$ cat config.mk
export PLATFORM = sky130hd
export DESIGN_NAME = ptk_timer
export DESIGN_NICKNAME = d
export VERILOG_FILES = /design/src/logic/ptk_pkg.sv /design/src/logic/ptk_timer.sv
export SDC_FILE = /design/constraint.sdc
export NUM_CORES = 1
export LEC_CHECK = 0
export BUFFER_PORTS_ARGS = -buffer_cell sky130_fd_sc_hd__buf_2
export CAP_MARGIN = 20
export CELL_PAD_IN_SITES_DETAIL_PLACEMENT = 1
export CELL_PAD_IN_SITES_GLOBAL_PLACEMENT = 2
export CORE_ASPECT_RATIO = 0.8
export CORE_UTILIZATION = 34
export CTS_BUF_LIST = sky130_fd_sc_hd__clkbuf_4 sky130_fd_sc_hd__clkbuf_8 sky130_fd_sc_hd__clkbuf_16
export DETAILED_ROUTE_END_ITERATION = 8
export PLACE_DENSITY_LB_ADDON = 0.3
export REMOVE_ABC_BUFFERS = 1
export SLEW_MARGIN = 20
export SYNTH_ARGS = -nofsm -noshare
export SYNTH_HDL_FRONTEND = slang
export SYNTH_SLANG_ARGS = --single-unit
$ cat constraint.sdc
create_clock -name mclk -period 6.9 [get_ports mclk]
set_clock_uncertainty 0.15 [all_clocks]
set_input_delay 0.345 -clock mclk [delete_from_list [all_inputs] [get_ports mclk]]
set_output_delay 0.345 -clock mclk [all_outputs]
set_load 0.005 [all_outputs]
$ cat src/logic/ptk_pkg.sv
// Package: register map, field layout and bus carrier for the periodic tick down-counter
package ptk_pkg;
	localparam int unsigned CNT_W = 24;
	localparam int unsigned DATA_W = 32;
	localparam int unsigned ADDR_W = 32;

	// Register byte addresses
	localparam logic [ADDR_W-1:0] ADDR_CTRL = 32'he000e010;
	localparam logic [ADDR_W-1:0] ADDR_RELOAD = 32'he000e014;
	localparam logic [ADDR_W-1:0] ADDR_CURRENT = 32'he000e018;
	localparam logic [ADDR_W-1:0] ADDR_CALIB = 32'he000e01c;

	// Control and status fields
	localparam int unsigned CTRL_ENABLE_BIT = 0;
	localparam int unsigned CTRL_IRQ_EN_BIT = 1;
	localparam int unsigned CTRL_SRC_BIT = 2;
	localparam int unsigned CTRL_FLAG_BIT = 16;
	localparam int unsigned CTRL_W = 3;

	// Calibration fields
	localparam int unsigned CALIB_INEXACT_BIT = 30;
	localparam int unsigned CALIB_NO_REFERENCE_FLAG_BIT = 31;

	// Reset values and counter constants
	localparam logic [CTRL_W-1:0] CTRL_RESET = 3'h0;
	localparam logic [CNT_W-1:0] RELOAD_RESET = 24'h000000;
	localparam logic [CNT_W-1:0] CURRENT_RESET = 24'h000000;
	localparam logic [DATA_W-1:0] CALIB_RESET = 32'h00000004;
	localparam logic [DATA_W-1:0] READ_ZERO = 32'h00000000;
	localparam logic [CNT_W-1:0] CNT_ONE = 24'h000001;
	localparam logic [CNT_W-1:0] CNT_ZERO = 24'h000000;

	// One register access per cycle from the processor side
	typedef struct packed {
		logic wr_en;
		logic rd_en;
		logic [ADDR_W-1:0] addr;
		logic [DATA_W-1:0] wdata;
	} ptk_bus_req_t;
endpackage

$ cat src/logic/ptk_timer.sv
// Periodic 24-bit tick down-counter with its register file
`timescale 1ns/100ps

module ptk_timer
(
	input wire logic mclk, // System clock, 100 MHz
	input wire logic rst_n, // Synchronous reset, active low
	input wire ptk_pkg::ptk_bus_req_t bus_req, // Register access request
	input wire logic [ptk_pkg::DATA_W-1:0] sysconfig_calib_value, // Calibration word from system configuration
	output logic [ptk_pkg::DATA_W-1:0] rd_data, // Read data, one cycle after the read
	output logic rd_valid, // Read data valid pulse
	output logic tick_irq // Tick interrupt pulse
);
	import ptk_pkg::*;

	logic [CTRL_W-1:0] ctrl_q;
	logic [CNT_W-1:0] reload_q;
	logic [CNT_W-1:0] cnt_q;
	logic [CNT_W-1:0] cnt_d;
	logic [DATA_W-1:0] calib_q;
	logic flag_q;
	logic half_q;
	logic irq_q;
	logic [DATA_W-1:0] rd_data_q;
	logic rd_valid_q;
	logic tick;
	logic zero_evt;
	logic wr_ctrl;
	logic wr_reload;
	logic wr_current;
	logic rd_ctrl;
	logic rd_current;
	logic enable;
	logic irq_en;
	logic src_full;

	function automatic logic hit(input ptk_bus_req_t r, input logic [ADDR_W-1:0] a);
		hit = (r.addr == a);
	endfunction

	function automatic logic [DATA_W-1:0] widen(input logic [CNT_W-1:0] v);
		widen = {{(DATA_W-CNT_W){1'b0}}, v};
	endfunction

	function automatic logic [DATA_W-1:0] ctrl_word(input logic [CTRL_W-1:0] c, input logic f);
		ctrl_word = READ_ZERO;
		ctrl_word[CTRL_W-1:0] = c;
		ctrl_word[CTRL_FLAG_BIT] = f;
	endfunction

	assign enable = ctrl_q[CTRL_ENABLE_BIT];
	assign irq_en = ctrl_q[CTRL_IRQ_EN_BIT];
	assign src_full = ctrl_q[CTRL_SRC_BIT];
	assign wr_ctrl = bus_req.wr_en && hit(bus_req, ADDR_CTRL);
	assign wr_reload = bus_req.wr_en && hit(bus_req, ADDR_RELOAD);
	assign wr_current = bus_req.wr_en && hit(bus_req, ADDR_CURRENT);
	assign rd_ctrl = bus_req.rd_en && hit(bus_req, ADDR_CTRL);
	assign rd_current = bus_req.rd_en && hit(bus_req, ADDR_CURRENT);

	assign tick = src_full ? 1'b1 : half_q;

	// Event taken at the 1 to 0 step, so a zero reload never fires
	// zero event
	assign zero_evt = enable && tick && (cnt_q == CNT_ONE);

	// Divider runs free, so the first slow tick after enable may come a cycle late
	always_ff @(posedge mclk)
	begin
		if (!rst_n)
			half_q <= 1'b0;
		else
			half_q <= ~half_q;
	end

	always_ff @(posedge mclk)
	begin
		if (!rst_n)
			ctrl_q <= CTRL_RESET;
		else if (wr_ctrl)
			ctrl_q <= bus_req.wdata[CTRL_W-1:0];
	end

	always_ff @(posedge mclk)
	begin
		if (!rst_n)
			reload_q <= RELOAD_RESET;
		else if (wr_reload)
			reload_q <= bus_req.wdata[CNT_W-1:0];
	end

	always_comb
	begin
		cnt_d = cnt_q;
		if (wr_current)
			cnt_d = CNT_ZERO;
		else if (enable && tick)
			cnt_d = (cnt_q == CNT_ZERO) ? reload_q : cnt_q - CNT_ONE;
	end

	always_ff @(posedge mclk)
	begin
		if (!rst_n)
			cnt_q <= CURRENT_RESET;
		else
			cnt_q <= cnt_d;
	end

	// sticky flag, set wins over clear
	always_ff @(posedge mclk)
	begin
		if (!rst_n)
			flag_q <= 1'b0;
		else if (zero_evt)
			flag_q <= 1'b1;
		else if (rd_ctrl || wr_current)
			flag_q <= 1'b0;
	end

	always_ff @(posedge mclk)
	begin
		if (!rst_n)
			irq_q <= 1'b0;
		else
			irq_q <= zero_evt && irq_en;
	end

	always_ff @(posedge mclk)
	begin
		if (!rst_n)
			calib_q <= CALIB_RESET;
		else
			calib_q <= sysconfig_calib_value;
	end

	always_ff @(posedge mclk)
	begin
		if (!rst_n)
		begin
			rd_data_q <= READ_ZERO;
			rd_valid_q <= 1'b0;
		end
		else
		begin
			rd_valid_q <= bus_req.rd_en;
			if (!bus_req.rd_en)
				rd_data_q <= READ_ZERO;
			else if (rd_ctrl)
				rd_data_q <= ctrl_word(ctrl_q, flag_q);
			else if (hit(bus_req, ADDR_RELOAD))
				rd_data_q <= widen(reload_q);
			else if (rd_current)
				rd_data_q <= widen(cnt_q);
			else if (hit(bus_req, ADDR_CALIB))
				rd_data_q <= calib_q;
			else
				rd_data_q <= READ_ZERO;
		end
	end

	assign rd_data = rd_data_q;
	assign rd_valid = rd_valid_q;
	assign tick_irq = irq_q;

	property p_count_down;
		@(posedge mclk) disable iff (!rst_n)
		(enable && tick && !wr_current && cnt_q > CNT_ONE) |=> (cnt_q == $past(cnt_q) - CNT_ONE);
	endproperty
	a_count_down: assert property (p_count_down) else $error("counter did not decrement on tick");

	property p_hold;
		@(posedge mclk) disable iff (!rst_n)
		(!enable && !wr_current) |=> $stable(cnt_q);
	endproperty
	a_hold: assert property (p_hold) else $error("counter moved while disabled");

	property p_irq;
		@(posedge mclk) disable iff (!rst_n)
		tick_irq == $past(zero_evt && irq_en);
	endproperty
	a_irq: assert property (p_irq) else $error("interrupt does not match zero event");

	property p_half_rate;
		@(posedge mclk) disable iff (!rst_n)
		(!src_full && tick) |=> (src_full || !tick);
	endproperty
	a_half_rate: assert property (p_half_rate) else $error("half-rate tick on consecutive cycles");

	property p_flag_read;
		@(posedge mclk) disable iff (!rst_n)
		(rd_ctrl && !zero_evt) ##1 rd_valid |-> !flag_q && rd_data[CTRL_FLAG_BIT] == $past(flag_q);
	endproperty
	a_flag_read: assert property (p_flag_read) else $error("flag read or clear wrong");

	property p_reload;
		@(posedge mclk) disable iff (!rst_n)
		(enable && tick && !wr_current && cnt_q == CNT_ZERO) |=> (cnt_q == $past(reload_q));
	endproperty
	a_reload: assert property (p_reload) else $error("reload not taken at zero");

	property p_read_current;
		@(posedge mclk) disable iff (!rst_n)
		rd_current |=> (rd_data == {{(DATA_W-CNT_W){1'b0}}, $past(cnt_q)});
	endproperty
	a_read_current: assert property (p_read_current) else $error("current value read mismatch");

	property p_clear_current;
		@(posedge mclk) disable iff (!rst_n)
		(wr_current && !zero_evt) |=> (cnt_q == CNT_ZERO && !flag_q);
	endproperty
	a_clear_current: assert property (p_clear_current) else $error("current write did not clear");

	property p_start_reload;
		@(posedge mclk) disable iff (!rst_n)
		(cnt_q == CNT_ZERO && enable && src_full && !wr_current) |=> (cnt_q == $past(reload_q)) [*1];
	endproperty
	a_start_reload: assert property (p_start_reload) else $error("start not from reload value");

	property p_calib;
		@(posedge mclk) disable iff (!rst_n)
		$rose(rst_n) |-> calib_q == CALIB_RESET ##1 calib_q == $past(sysconfig_calib_value);
	endproperty
	a_calib: assert property (p_calib) else $error("calibration word wrong");

	property p_flag_set;
		@(posedge mclk) disable iff (!rst_n)
		zero_evt |=> flag_q && cnt_q == CNT_ZERO;
	endproperty
	a_flag_set: assert property (p_flag_set) else $error("zero event did not set flag");

	property p_irq_cause;
		@(posedge mclk) disable iff (!rst_n)
		tick_irq |-> (cnt_q == CNT_ZERO && $past(irq_en) && $past(enable) && $past(cnt_q) == CNT_ONE);
	endproperty
	a_irq_cause: assert property (p_irq_cause) else $error("interrupt without a zero transition");

	property p_irq_masked;
		@(posedge mclk) disable iff (!rst_n)
		!irq_en |=> !tick_irq;
	endproperty
	a_irq_masked: assert property (p_irq_masked) else $error("interrupt raised while masked");

	property p_read_idle;
		@(posedge mclk) disable iff (!rst_n)
		!bus_req.rd_en |=> (!rd_valid && rd_data == READ_ZERO);
	endproperty
	a_read_idle: assert property (p_read_idle) else $error("read data not idle without a read");

	property p_read_valid;
		@(posedge mclk) disable iff (!rst_n)
		bus_req.rd_en |=> rd_valid;
	endproperty
	a_read_valid: assert property (p_read_valid) else $error("read answer missing");

	property p_read_ctrl;
		@(posedge mclk) disable iff (!rst_n)
		rd_ctrl |=> (rd_data[CTRL_W-1:0] == $past(ctrl_q) && rd_data[CTRL_FLAG_BIT] == $past(flag_q) && rd_data[CTRL_FLAG_BIT-1:CTRL_W] == '0 && rd_data[DATA_W-1:CTRL_FLAG_BIT+1] == '0);
	endproperty
	a_read_ctrl: assert property (p_read_ctrl) else $error("control read word wrong");

	property p_read_reload;
		@(posedge mclk) disable iff (!rst_n)
		(bus_req.rd_en && hit(bus_req, ADDR_RELOAD)) |=> (rd_data[CNT_W-1:0] == $past(reload_q) && rd_data[DATA_W-1:CNT_W] == '0);
	endproperty
	a_read_reload: assert property (p_read_reload) else $error("reload read wrong");

	property p_read_calib;
		@(posedge mclk) disable iff (!rst_n)
		(bus_req.rd_en && hit(bus_req, ADDR_CALIB)) |=> (rd_data == $past(calib_q));
	endproperty
	a_read_calib: assert property (p_read_calib) else $error("calibration read wrong");

	property p_zero_idle;
		@(posedge mclk) disable iff (!rst_n)
		(reload_q == CNT_ZERO && cnt_q == CNT_ZERO && !wr_current) |=> (cnt_q == CNT_ZERO && !tick_irq);
	endproperty
	a_zero_idle: assert property (p_zero_idle) else $error("zero reload left idle state");

	property p_flag_sticky;
		@(posedge mclk) disable iff (!rst_n)
		(flag_q && !rd_ctrl && !wr_current) |=> flag_q;
	endproperty
	a_flag_sticky: assert property (p_flag_sticky) else $error("flag lost without a clear");

	property p_flag_fall;
		@(posedge mclk) disable iff (!rst_n)
		$fell(flag_q) |-> $past(rd_ctrl || wr_current);
	endproperty
	a_flag_fall: assert property (p_flag_fall) else $error("flag cleared without read or write");
endmodule

==> metrics <==
run status=complete, no violations; clock period minus worst slack=3.44 ns; instance count of the mapped netlist=537; flip-flop and latch count after synthesis=119; number of distinct library cell variants in the gate-level netlist after synthesis=54; wire length of the first global-routing pass=24000 um; start point of the worst hold path=sysconfig_calib_value[5]; setup ws final=3.46 ns; Clock Latency Late Sink=0.42 ns; CTS tree=done; kind of end point of the critical path=register; Critical path buffers and inverters=0; Post-Route Setup TNS=0 ns; Die W=137 um; number of warning messages in the yosys log=0; Worst path top cell family by delay=simple AND/OR/NAND/NOR gates; relative max-transition margin=30.3%; pre-CTS setup slack=approximately 3.6 ns; Arrival @ worst endpoint=3.63 ns; CORE AREA=14300 sq um; starting density of the core=roughly a third; final setup violation count=0; power consumption=between 1.5 and 2 mW; switching fraction of total power=20.9%; total number of clock tree sinks=119; Std-Cell Rows=39; worst reg2reg path depth=5; number of buffers added by the clock tree synthesis step=17; number of buffers on the longest clock path=2; DRC Markers=0; H-tree depth=4; via count of the first global-routing pass=4668; number of antenna-violating nets in the routed design=0; crit share post-route=roughly half; count of flip-flops with a built-in enable after synthesis=0; Clk pwr share=around 53%; ranking of synthesized cells by area=dfxtp_1, mux2i_1, and2_1; total power per unit cell area=around 250 nW/um^2; RePlAce Congestion=0.839; area added between synthesis and finish=33.1%; average wire length per cell after detail routing=17.1 um; routed vias/inst=5.19; count of buffers from port buffering=125; number of detailed-route iterations in the first pass=4; Worst EP required=7.09 ns; Max Cap Violations=0; top cell type by total area after synthesis=dfxtp_1; setup repair after global routing missed its margin=no; maximum number of pins on one net before global-route repair=between 60 and 70; fin nets=781; half-perimeter wire length after detailed placement=between 9000 and 10000 um; final core utilization=46.5%; number of stages on the worst hold path=2; Peak Freq=just under 0.3 GHz; All-Layer GR Usage=21.0%; reported leakage power=2.67 nW; maximum ir drop on the vdd rail=171 uV; vertical die dimension=110 um; clock root buffer=clkbuf_16; fraction of power consumed by sequential logic=42.3%; Post-Syn Area per Cell=9.30 sq um; number of antenna violations at the first check in global routing=0; full die area=15200 sq um; setup slack of the most critical reg-to-reg path=about 3.5 ns; Slowest cell on crit path=nor2_1; critical register-to-register path endpoint=cnt_q[6]; DRT iter0 DRCs=187; Congestion Overflow GR=0; Synth Flop Type=dfxtp_1; fraction of post-synthesis cell area in the top cell type by area=47.7%; category of the most critical setup path=reg2reg; share of flip-flops with an asynchronous set or reset=0%; final routed wirelength across all metal layers=roughly 15000 um; crit-path max cell delay=1.02 ns; cell chain of the critical path=nor4_1, nand4_1, nor2_1, o21ai_0, a211oi_1; Min-Delay Path Class=in2reg; Cell Int Power=1.31 mW; total I/O pin count=134; Clock transition at path regs=about 0.050 ns; worst hold slack across all endpoints=0.0153 ns; vias=about 4500; cell area after synthesis=about 5000 sq um; fin. max-slew vios=0; Worst setup SP type=register; reg2reg start=cnt_q[16]; number of antenna cells inserted=0; switching power=347 uW; actual transition at the worst max-transition pin=1.04 ns; share of post-route cells with drive strength above 1=between 20% and 30%; Comb pwr share=4.8%; Hold Vio Cnt, Final=0; hold-critical path endpoint=calib_q[5]; sequential-to-total area share from yosys stat=47.7%; CP max FO=14
## worst reg2reg max path: stages, from the launching register on
cell and delay, ns:
dfxtp_1 0.39, nor4_1 0.67, nand4_1 0.67, nor2_1 1.02, o21ai_0 0.22, a211oi_1 0.25
## final cells by class
class	instances	area [sq um]
clock buffers	26	537
clock inverters	6	62.6
fillers	1663	7650
inverters	7	26.3
multi-input cells	372	2430
flip-flops and latches	119	2380
well taps	184	230
repair buffers	161	971
## registers in the layout, summed over array words and instances, names as in the netlist
name,cells
reload_q,24
half_q,1
ctrl_q,3
flag_q,1
rd_data,32
cnt_q,24
rd_valid,1
calib_q,32
tick_irq,1
## timing repair
| action | 4_1_cts | 5_1_grt |
|---|---|---|
| hold endpoints to repair | 30 | 0 |
| buffers inserted | 0 | 0 |
| hold buffers | 30 | 0 |
| gates resized for setup | 0 | 0 |
## power by group through the flow
stage          clock (mW)  sequential (mW)  combinational, mW
6_report            0.877            0.701             0.0793
5_1_grt             0.932            0.702             0.0881
4_1_cts             0.897            0.701             0.0801
3_5_place_dp            0            0.716             0.0665
3_3_place_gp            0            0.716             0.0640
2_1_floorplan           0            0.715             0.0226
## metrics by stage
step                instance area [sq um]  cells
detailed placement                   5740    813
global route                         6640    875
floorplan                            4830    498
finish                               6640    875
global placement                     5740    813
CTS                                  6640    875
## metal layers
layer / global-route usage (%) / up-vias / routed length (um)
met5: 0 / - / 0
li1: - / 2226 / -
met1: 27.9 / 2182 / 7240
met3: 5.35 / 15 / 652
met2: 32.9 / 121 / 6870
met4: 7.77 / 0 / 178
## how the worst max path moves through the flow
| stage | from | end | slack (ns) | cells past startpoint |
|---|---|---|---|---|
| after floorplan | bus_req[32] | flag_q | 3.95 | 5 |
| after global placement | cnt_q[16] | cnt_q[6] | 3.71 | 5 |
| after detailed placement | cnt_q[5] | cnt_q[6] | 3.58 | 5 |
| after CTS | cnt_q[16] | cnt_q[6] | 3.57 | 5 |
| after global routing | cnt_q[16] | cnt_q[6] | 3.23 | 5 |
| final | cnt_q[16] | cnt_q[6] | 3.46 | 5 |
## cells by family after synthesis
logic type      Yosys count  share of synthesized area [%]
compound gates          101                           13.6
fa+ha+maj                 3                          0.752
buf+inv                  46                           3.86
flops                   119                           47.7
mux                      32                           7.44
simple gates            236                           26.6
## layout by cell type (no fill, tap or decap), drive strengths merged, types with 2 or more instances in the layout
| cell | instances |
|---|---|
| buf | 131 |
| dfxtp | 119 |
| nand2 | 40 |
| and2 | 37 |
| nor2 | 36 |
| nor2b | 30 |
| dlygate4sd3 | 30 |
| a21oi | 29 |
| mux2i | 27 |
| clkbuf | 26 |
| a2111oi | 20 |
| nand3 | 16 |
| and3 | 15 |
| nor3 | 14 |
| o21ai | 13 |
| a31oi | 13 |
| nor4 | 10 |
| or3 | 9 |
| inv | 7 |
| nor4b | 6 |
| a211oi | 6 |
| or4 | 6 |
| nand4 | 5 |
| o31ai | 5 |
| mux4 | 4 |
| a21o | 3 |
| a22oi | 3 |
| or2 | 3 |
| ha | 3 |
| clkinvlp | 3 |
| o32ai | 2 |
| and4 | 2 |
| nor3b | 2 |
| clkinv | 2 |
## Yosys cell counts (2+ instances only)
cell type / instances
a2111oi_0: 20
mux4_2: 4
o21ai_0: 12
mux2i_1: 27
nor3b_1: 2
and4_1: 2
nor4b_1: 6
nand2_1: 40
nand3_1: 16
clkbuf_1: 32
nor2_1: 36
a31oi_1: 12
or3_1: 8
a21o_1: 3
buf_6: 2
a22oi_1: 3
or2_2: 3
nor2b_1: 30
ha_1: 3
inv_1: 7
nor4_1: 8
nand4_1: 5
and2_0: 2
dfxtp_1: 119
and2_1: 35
and3_1: 15
o32ai_1: 2
o31ai_1: 5
nor3_1: 13
buf_2: 4
a211oi_1: 6
a21oi_1: 29
or4_1: 4
or4_4: 2
Power figures use the tool's default switching activity.
